<file path="config.mk">
export PLATFORM = sky130hd
export DESIGN_NAME = shift_sub_unpack_decode
export DESIGN_NICKNAME = d
export VERILOG_FILES = /design/src/shared/shift_sub_unpack_pkg.sv /design/src/rtl/shift_sub_unpack_decode.sv
export SDC_FILE = /design/constraint.sdc
export NUM_CORES = 1
export LEC_CHECK = 0
export BUFFER_PORTS_ARGS = -buffer_cell sky130_fd_sc_hd__buf_2
export CAP_MARGIN = 20
export CORE_MARGIN = 2
export CORE_UTILIZATION = 30
export DETAILED_ROUTE_END_ITERATION = 10
export HOLD_SLACK_MARGIN = 0.15
export PLACE_DENSITY_LB_ADDON = 0.08
export SLEW_MARGIN = 40
export SYNTH_ARGS = -nofsm -noshare
export SYNTH_HDL_FRONTEND = slang
export SYNTH_SLANG_ARGS = --single-unit
</file>
<file path="constraint.sdc">
create_clock -name clock -period 3.7 [get_ports clock]
set_input_delay 0.925 -clock clock [delete_from_list [all_inputs] [get_ports clock]]
set_output_delay 0.925 -clock clock [all_outputs]
set_load 0.02 [all_outputs]
</file>
<file path="src/shared/shift_sub_unpack_pkg.sv">
package shift_sub_unpack_pkg;

    localparam logic [7:0] ESCAPE_BYTE   = 8'h0F;
    localparam logic [7:0] OPC_SHI_WORDS = 8'h71;
    localparam logic [7:0] OPC_SHI_DWORD = 8'h72;
    localparam logic [7:0] OPC_SHI_QWORD = 8'h73;
    localparam logic [7:0] OPC_SHL_W     = 8'hF1;
    localparam logic [7:0] OPC_SHL_D     = 8'hF2;
    localparam logic [7:0] OPC_SHL_Q     = 8'hF3;
    localparam logic [7:0] OPC_SHRL_W    = 8'hD1;
    localparam logic [7:0] OPC_SHRL_D    = 8'hD2;
    localparam logic [7:0] OPC_SHRL_Q    = 8'hD3;
    localparam logic [7:0] OPC_SHRA_W    = 8'hE1;
    localparam logic [7:0] OPC_SHRA_D    = 8'hE2;
    localparam logic [7:0] OPC_SUB_B     = 8'hF8;
    localparam logic [7:0] OPC_SUB_W     = 8'hF9;
    localparam logic [7:0] OPC_SUB_D     = 8'hFA;
    localparam logic [7:0] OPC_SSUB_B    = 8'hE8;
    localparam logic [7:0] OPC_SSUB_W    = 8'hE9;
    localparam logic [7:0] OPC_USUB_B    = 8'hD8;
    localparam logic [7:0] OPC_USUB_W    = 8'hD9;
    localparam logic [7:0] OPC_ILVH_B    = 8'h68;
    localparam logic [7:0] OPC_ILVH_W    = 8'h69;
    localparam logic [7:0] OPC_ILVH_D    = 8'h6A;
    localparam logic [7:0] OPC_ILVL_B    = 8'h60;
    localparam logic [7:0] OPC_ILVL_W    = 8'h61;
    localparam logic [7:0] OPC_ILVL_D    = 8'h62;
    localparam logic [7:0] OPC_XOR       = 8'hEF;

    localparam logic [1:0] MOD_REGISTER  = 2'h3;
    localparam logic [2:0] IMM_SEL_SHL   = 3'h6;
    localparam logic [2:0] IMM_SEL_SAR   = 3'h4;
    localparam logic [2:0] IMM_SEL_SHR   = 3'h2;

    localparam logic [3:0] EXEC_LATENCY  = 4'h2;
    localparam logic [3:0] LOAD_PUSHBACK = 4'h2;
    localparam int         FILLER_LAT    = 2;
    localparam int         FILLER_RATE   = 3;

    typedef enum logic [3:0] {
        OP_NONE      = 4'h0,
        OP_SHL       = 4'h1,
        OP_SHR_LOGIC = 4'h2,
        OP_SHR_ARITH = 4'h3,
        OP_SUB_WRAP  = 4'h4,
        OP_SUB_SSAT  = 4'h5,
        OP_SUB_USAT  = 4'h6,
        OP_ILV_HIGH  = 4'h7,
        OP_ILV_LOW   = 4'h8,
        OP_XOR       = 4'h9
    } op_kind_t;

    typedef enum logic [1:0] {
        W_BYTE  = 2'h0,
        W_WORD  = 2'h1,
        W_DWORD = 2'h2,
        W_QWORD = 2'h3
    } elem_width_t;

    typedef enum logic [1:0] {
        F_REG = 2'h0,
        F_MEM = 2'h1,
        F_IMM = 2'h2
    } form_t;

    typedef enum logic [2:0] {
        ST_ACCEPT = 3'b001,
        ST_LOAD   = 3'b010,
        ST_ISSUE  = 3'b100
    } state_t;

    typedef struct packed {
        logic        legal;
        op_kind_t    kind;
        elem_width_t width;
        form_t       form;
    } decode_t;

endpackage : shift_sub_unpack_pkg

</file>
<file path="src/rtl/shift_sub_unpack_decode.sv">
// What this block does
// - immediate shifts: reg field 110 left, 100 arith right, 010 logic right; mod 11
// - immediate shift opcode 71h words, 72h dwords, 73h qword after 0Fh
// - register/memory-count left shift is F1h, F2h, F3h for word, dword, qword
// - register/memory-count logic right shift is D1h, D2h, D3h
// - register/memory-count arith right shift is E1h words, E2h dwords
// - wrapping subtract is F8h, F9h, FAh for byte, word, dword
// - signed saturating subtract E8h, E9h; unsigned saturating D8h, D9h
// - high interleave 68h, 69h, 6Ah with 64-bit memory operand
// - low interleave 60h, 61h, 62h for byte, word, dword
// - low interleave memory forms fetch only a 32-bit operand
// - packed exclusive-or is EFh, register and 64-bit memory forms
// - all single-path decoded, add or multiply pipe, latency 2
// - mod 11 is register form, any other mod reads memory, except immediate shifts 71h-73h, which fault
// - integer register number comes from modrm bits 2 to 0
// - memory-form latency counts execution only, not load time
// - flagged instructions also issue a two-cycle independent filler nop
// - filler nops run up to three per cycle on any resource
`timescale 1ns/1ps
`default_nettype none

module shift_sub_unpack_decode
    import shift_sub_unpack_pkg::*;
#(
    parameter logic [15:0] FILLER_OPS = 16'h0000
) (
    input  wire logic        clock,
    input  wire logic        reset_n,
    input  wire logic        enable,
    input  wire logic        in_valid,
    output logic             in_ready,
    input  wire logic [7:0]  escape_byte,
    input  wire logic [7:0]  opcode_byte,
    input  wire logic [7:0]  modrm_byte,
    input  wire logic [7:0]  imm_byte,
    output logic             decode_fault,
    output logic             load_req,
    input  wire logic        load_ack,
    output logic             load_is_32,
    output logic             issue_valid,
    input  wire logic        issue_ready,
    output logic [3:0]       op_kind,
    output logic [1:0]       elem_width,
    output logic [1:0]       operand_form,
    output logic [2:0]       dest_mmreg,
    output logic [2:0]       src_reg,
    output logic [7:0]       shift_count,
    output logic             single_path_decode,
    output logic             fp_add_pipe,
    output logic             fp_multiply_pipe,
    output logic [3:0]       exec_latency,
    output logic [3:0]       dep_latency,
    output logic [2:0]       filler_slot_valid,
    output logic [1:0]       filler_done_count
);

    logic     rst_meta_q;
    logic     rst_sync_q;

    always_ff @(posedge clock or negedge reset_n) begin
        if (!reset_n) begin
            rst_meta_q <= 1'b0;
            rst_sync_q <= 1'b0;
        end else begin
            rst_meta_q <= 1'b1;
            rst_sync_q <= rst_meta_q;
        end
    end

    function automatic decode_t decode(input logic [7:0] esc,
                                       input logic [7:0] opc,
                                       input logic [7:0] modrm);
        decode_t d;
        logic    reg_mod;
        d       = '{legal: 1'b1, kind: OP_NONE, width: W_WORD, form: F_REG};
        reg_mod = (modrm[7:6] == MOD_REGISTER);
        d.form  = reg_mod ? F_REG : F_MEM;
        unique case (opc)
            OPC_SHI_WORDS, OPC_SHI_DWORD, OPC_SHI_QWORD: begin
                d.form = F_IMM;
                d.width = (opc == OPC_SHI_WORDS) ? W_WORD :
                          (opc == OPC_SHI_DWORD) ? W_DWORD : W_QWORD;
                if (modrm[5:3] == IMM_SEL_SHL) begin
                    d.kind = OP_SHL;
                end else if (modrm[5:3] == IMM_SEL_SHR) begin
                    d.kind = OP_SHR_LOGIC;
                end else if (modrm[5:3] == IMM_SEL_SAR && opc != OPC_SHI_QWORD) begin
                    d.kind = OP_SHR_ARITH;
                end else begin
                    d.legal = 1'b0;
                end
                if (!reg_mod) begin
                    d.legal = 1'b0;
                end
            end
            OPC_SHL_W, OPC_SHL_D, OPC_SHL_Q: begin
                d.kind  = OP_SHL;
                d.width = elem_width_t'(opc[1:0]);
            end
            OPC_SHRL_W, OPC_SHRL_D, OPC_SHRL_Q: begin
                d.kind  = OP_SHR_LOGIC;
                d.width = elem_width_t'(opc[1:0]);
            end
            OPC_SHRA_W, OPC_SHRA_D: begin
                d.kind  = OP_SHR_ARITH;
                d.width = elem_width_t'(opc[1:0]);
            end
            OPC_SUB_B, OPC_SUB_W, OPC_SUB_D: begin
                d.kind  = OP_SUB_WRAP;
                d.width = elem_width_t'(opc[1:0]);
            end
            OPC_SSUB_B, OPC_SSUB_W: begin
                d.kind  = OP_SUB_SSAT;
                d.width = elem_width_t'(opc[1:0]);
            end
            OPC_USUB_B, OPC_USUB_W: begin
                d.kind  = OP_SUB_USAT;
                d.width = elem_width_t'(opc[1:0]);
            end
            OPC_ILVH_B, OPC_ILVH_W, OPC_ILVH_D: begin
                d.kind  = OP_ILV_HIGH;
                d.width = elem_width_t'(opc[1:0]);
            end
            OPC_ILVL_B, OPC_ILVL_W, OPC_ILVL_D: begin
                d.kind  = OP_ILV_LOW;
                d.width = elem_width_t'(opc[1:0]);
            end
            OPC_XOR: begin
                d.kind  = OP_XOR;
                d.width = W_QWORD;
            end
            default: begin
                d.legal = 1'b0;
            end
        endcase
        if (esc != ESCAPE_BYTE) begin
            d.legal = 1'b0;
        end
        if (!d.legal) begin
            d.kind = OP_NONE;
        end
        return d;
    endfunction : decode

    // instruction holding state
    state_t      state_q;
    state_t      state_d;
    decode_t     dec_q;
    decode_t     dec_d;
    decode_t     dec_now;
    logic [7:0]  modrm_q;
    logic [7:0]  modrm_d;
    logic [7:0]  imm_q;
    logic [7:0]  imm_d;
    logic        fault_q;
    logic        fault_d;

    assign dec_now = decode(escape_byte, opcode_byte, modrm_byte);

    always_comb begin
        state_d = state_q;
        dec_d   = dec_q;
        modrm_d = modrm_q;
        imm_d   = imm_q;
        fault_d = 1'b0;
        unique case (state_q)
            ST_ACCEPT: begin
                if (in_valid) begin
                    dec_d   = dec_now;
                    modrm_d = modrm_byte;
                    imm_d   = imm_byte;
                    fault_d = !dec_now.legal;
                    if (dec_now.legal) begin
                        // a memory source is fetched before the op may issue
                        state_d = (dec_now.form == F_MEM) ? ST_LOAD : ST_ISSUE;
                    end
                end
            end
            ST_LOAD: begin
                if (load_ack) begin
                    state_d = ST_ISSUE;
                end
            end
            ST_ISSUE: begin
                if (issue_ready) begin
                    state_d = ST_ACCEPT;
                end
            end
            default: begin
                state_d = ST_ACCEPT;
            end
        endcase
    end

    always_ff @(posedge clock or negedge rst_sync_q) begin
        if (!rst_sync_q) begin
            state_q <= ST_ACCEPT;
            dec_q   <= '{legal: 1'b0, kind: OP_NONE, width: W_BYTE, form: F_REG};
            modrm_q <= 8'h00;
            imm_q   <= 8'h00;
            fault_q <= 1'b0;
        end else if (enable) begin
            state_q <= state_d;
            dec_q   <= dec_d;
            modrm_q <= modrm_d;
            imm_q   <= imm_d;
            fault_q <= fault_d;
        end
    end

    // handshakes are gated by enable so a frozen block takes and gives nothing
    assign in_ready     = enable && (state_q == ST_ACCEPT);
    assign load_req     = enable && (state_q == ST_LOAD);
    assign issue_valid  = enable && (state_q == ST_ISSUE);
    assign decode_fault = fault_q;

    assign op_kind            = dec_q.kind;
    assign elem_width         = dec_q.width;
    assign operand_form       = dec_q.form;
    assign dest_mmreg         = (dec_q.form == F_IMM) ? modrm_q[2:0] : modrm_q[5:3];
    assign src_reg            = modrm_q[2:0];
    assign shift_count        = (dec_q.form == F_IMM) ? imm_q : 8'h00;
    assign load_is_32         = (dec_q.kind == OP_ILV_LOW);
    assign single_path_decode = dec_q.legal;
    assign fp_add_pipe        = dec_q.legal;
    assign fp_multiply_pipe   = dec_q.legal;
    // load time is excluded; the scheduler gets a padded figure to honour instead
    assign exec_latency       = EXEC_LATENCY;
    assign dep_latency        = (dec_q.form == F_MEM) ? EXEC_LATENCY + LOAD_PUSHBACK
                                                      : EXEC_LATENCY;

    // filler nops: counted, not queued, since they carry no dependencies
    logic [3:0]  pend_q;
    logic [3:0]  pend_d;
    // stage 0 is the slot cycle, stage FILLER_LAT the completion two cycles on
    logic [1:0]  fly_q [FILLER_LAT+1];
    logic [1:0]  fly_d [FILLER_LAT+1];
    logic [1:0]  take;
    logic        filler_new;

    assign filler_new = issue_valid && issue_ready && FILLER_OPS[dec_q.kind];

    always_comb begin
        take = (pend_q >= 4'(FILLER_RATE)) ? 2'(FILLER_RATE) : pend_q[1:0];
        pend_d = pend_q - 4'(take) + 4'(filler_new);
        fly_d[0] = take;
        for (int i = 1; i <= FILLER_LAT; i++) begin
            fly_d[i] = fly_q[i-1];
        end
        // a saturated count would drop nops, so stall fetch is not needed at this rate
        if (pend_q == 4'hF && !filler_new) begin
            pend_d = pend_q - 4'(take);
        end
    end

    always_ff @(posedge clock or negedge rst_sync_q) begin
        if (!rst_sync_q) begin
            pend_q <= 4'h0;
            for (int i = 0; i <= FILLER_LAT; i++) begin
                fly_q[i] <= 2'h0;
            end
        end else if (enable) begin
            pend_q <= pend_d;
            for (int i = 0; i <= FILLER_LAT; i++) begin
                fly_q[i] <= fly_d[i];
            end
        end
    end

    genvar g;
    generate
        for (g = 0; g < FILLER_RATE; g++) begin : g_slot
            assign filler_slot_valid[g] = (fly_q[0] > 2'(g));
        end
    endgenerate

    assign filler_done_count = fly_q[FILLER_LAT];

endmodule : shift_sub_unpack_decode

`default_nettype wire

</file>
==> results.yml <==
status:
  run_status: "finished, final reports clean"
finish:
  mostFrequentLayoutCell: "buf_2"
  diodes: 0
  most_frequent_cells_in_the_layout: "buf_2 (74), nand2_1 (62), dfrtp_1 (38), nor2_1 (12)"
  n_fill_cell: 803
  area.sequential_um2: 977.2
  final_design_area_no_fill_mm2: 0.002759
  layout-drive-gt1-share_pct: 34.16
  area.growth.synth_to_final_pct: 21.29
  end_of_flow_core_utilization_pct: 37.83
  multi_input_comb_area_mm2: 0.001146
  fin_nets: 360
die:
  floorplan.core_area_mm2: 0.007292
  floorplan.rows: 31
  die-height_um: 91.08
  design.portCount: 81
  die_area_mm2: 0.008295
  die_width_um: 91.08
  initial_utilization_pct: 31.19
routing:
  routed_wl_um: 5399
  drt_pre_antenna_iters: 4
  antenna_violating_nets_left: 0
  remaining_drcs: 0
  dr_total_vias: 1941
  post_drt_wl_per_cell_um: 12.82
  route.detailed.vias_per_inst: 4.610
  drt_iter0_drc: 110
clock_tree:
  cts_setup_buffers: 0
  post_cts_resize_count: 0
  clk_path_buf_depth: 2
  clk_latency_ns: 0.29
  numClockSinks: 39
  clock_pin_slew_on_the_worst_setup_and_hold_paths_ns: 0.08
  cts_inserted_buffers: 5
  h-tree-depth: 2
  cts-root-buf: "clkbuf_8"
  postCtsHoldBufs: 0
  tritoncts: "yes"
timing:
  final_hold_viol_count: 0
  fin_crit_sh_pct: 73.78
  min_period_ns: 2.730
  maxClockFrequency_mhz: 366.3
  hold_slack_ns: 0.2879
  grt_setup_unrepaired: "false"
  fin_setup_tns_ns: 0
  max_slew.worst_pin.slew_ns: 0.7162
  final.setup_skew_ns: 0.006089
  finalSetupViolations: 0
  worst_slew_margin_rel_pct: 52.25
  timing.final.max_slew_violations: 0
synth:
  yosys.area_share.xor_xnor_pct: 0.7701
  synth_adder_area_share_pct: 0.5501
  synth.distinct_cells: 54
  ys_ff_latch: 39
  asyncSetResetFlopFracSynth_pct: 100.0
  syn-cell-area_mm2: 0.002275
  netlist_top_cells_area: "dfrtp_1 (42%), nand2_1 (10%), mux2_2 (4.0%)"
  yosys.area.top_type_share_pct: 41.80
  synthesis.area_per_instance_um2: 8.783
  syn_warnings: 0
  compound_cell_area_share_of_the_yosys_netlist_pct: 15.24
  synth_seq_area_share_pct: 42.96
  ys_dominant_reg_cell: "dfrtp_1"
  synth_edf_count: 0
  synthMuxAreaShare_pct: 4.840
  synth_largest_area_cell: "dfrtp_1"
  synth_cells: 259
  dominant_combinational_cell_family_by_area_after_synthesis: "simple AND/OR/NAND/NOR gates"
  synth_simple_gate_area_share_pct: 27.83
worst_setup_path:
  rrSetupSlack_ns: 1.63
  timing.critical_path.fanout_max: 11
  worst-endpoint-arrival_ns: 1.80
  worstReg2RegEnd: "op_kind[1]"
  startpoint_type: "flop"
  timing.reg2reg.worst_path_depth: 4
  critical_path.endpoint_type: "output port"
  path_class: "reg -> out"
  crit_required_ns: 2.77
  timing.rr.start: "state_q[0]"
grt:
  antenna_found_initial: 0
  gr-usage-all-layers_pct: 13.65
  use_met2_pct: 20.68
  global_route_wire_length_before_repair_um: 9190
  grt_use_met3_pct: 2.988
  global_route.peak_usage_layer: "met2"
  groute.layer.met1.usage_pct: 19.11
  grt_overflow: 0
  vias_in_the_first_global_route: 1827
  grt_max_degree: 38
place:
  placement.cell_area_mm2: 0.002655
  place_hpwl_um: 3977
  port_buffers: 74
  gp_congestion: 0.7395
run:
  cap_violations: 0
power_and_ir_drop:
  max-vdd-ir-drop_mv: 0.1381
  p_leak_nw: 1.327
  p_total_w: 0.001193
  power-per-cell-area_mw_per_mm2: 432.6
hold_path:
  hold_class: "reg -> async"
stage by stage:
stage               setup WS (ns)  std cells
finish                     0.9702        421
detailed placement         0.7868        413
global placement           0.7961        413
global route               0.7998        421
floorplan                   1.024        264
CTS                        0.8919        421
registers in the layout (all words and copies together) (netlist names), 3 cells and up:
name     count
fly_d        4
imm_q        8
modrm_q      6
op_kind      4
pend_q       4
state_q      3
metal layers:
metal,wire (um),up-vias
met1,2689,874
met2,2289,64
met3,328,6
met4,92,0
met5,0,-
li1,-,997
where the power goes:
group	switching (W)	internal [W]
Combinational	0.000181	0.000136
Clock	0.000150	0.000170
Sequential	0.0000546	0.000502
how the worst max path moves through the flow:
| stage | from | end | depth (start not counted) |
|---|---|---|---|
| floorplan | opcode_byte[2] | decode_fault | 6 |
| global placement | opcode_byte[3] | decode_fault | 6 |
| detailed placement | opcode_byte[3] | decode_fault | 6 |
| CTS | operand_form[1] | dest_mmreg[0] | 3 |
| global route | operand_form[1] | dest_mmreg[0] | 3 |
| finish | operand_form[1] | dest_mmreg[1] | 3 |
synthesized netlist by cell type, types with 2 or more instances:
cell	count
or4b_2	2
nand2_1	62
o21ai_0	10
nand2b_1	7
a21oi_1	7
nor2b_1	4
o221a_2	2
nand3_1	7
a2111o_1	2
clkbuf_1	12
nor2_1	12
dfrtp_1	38
o21bai_1	3
or2_2	2
xnor2_1	2
mux2i_1	2
buf_4	11
conb_1	2
o211ai_1	3
nor3_1	6
mux2_2	8
o31ai_1	4
a31oi_1	3
inv_1	6
and2_1	10
a31o_2	2
nand4_1	2
nor3b_1	2
critical path, stage by stage (launching register included):
cell	delay (ns)
dfrtp_1	0.40
nor2b_1	0.56
mux2_2	0.40
buf_2	0.16
kinds of logic after synthesis:
kind of cell / after synthesis
adder cells (fa/ha/maj): 1
XOR/XNOR: 2
buffers and inverters: 32
flip-flops: 39
other: 2
AND/OR/NAND/NOR: 126
multiplexers: 10
AO/OA/AOI/OAI: 47
final cells by class:
class	instances	area share, %
multi-input cells	193	41.54
flip-flops and latches	39	35.42
repair buffers	76	13.97
well taps	99	4.490
clock buffers	7	3.492
inverters	6	0.8163
clock inverters	1	0.2721
No activity file was read; power rests on OpenSTA's default activity.
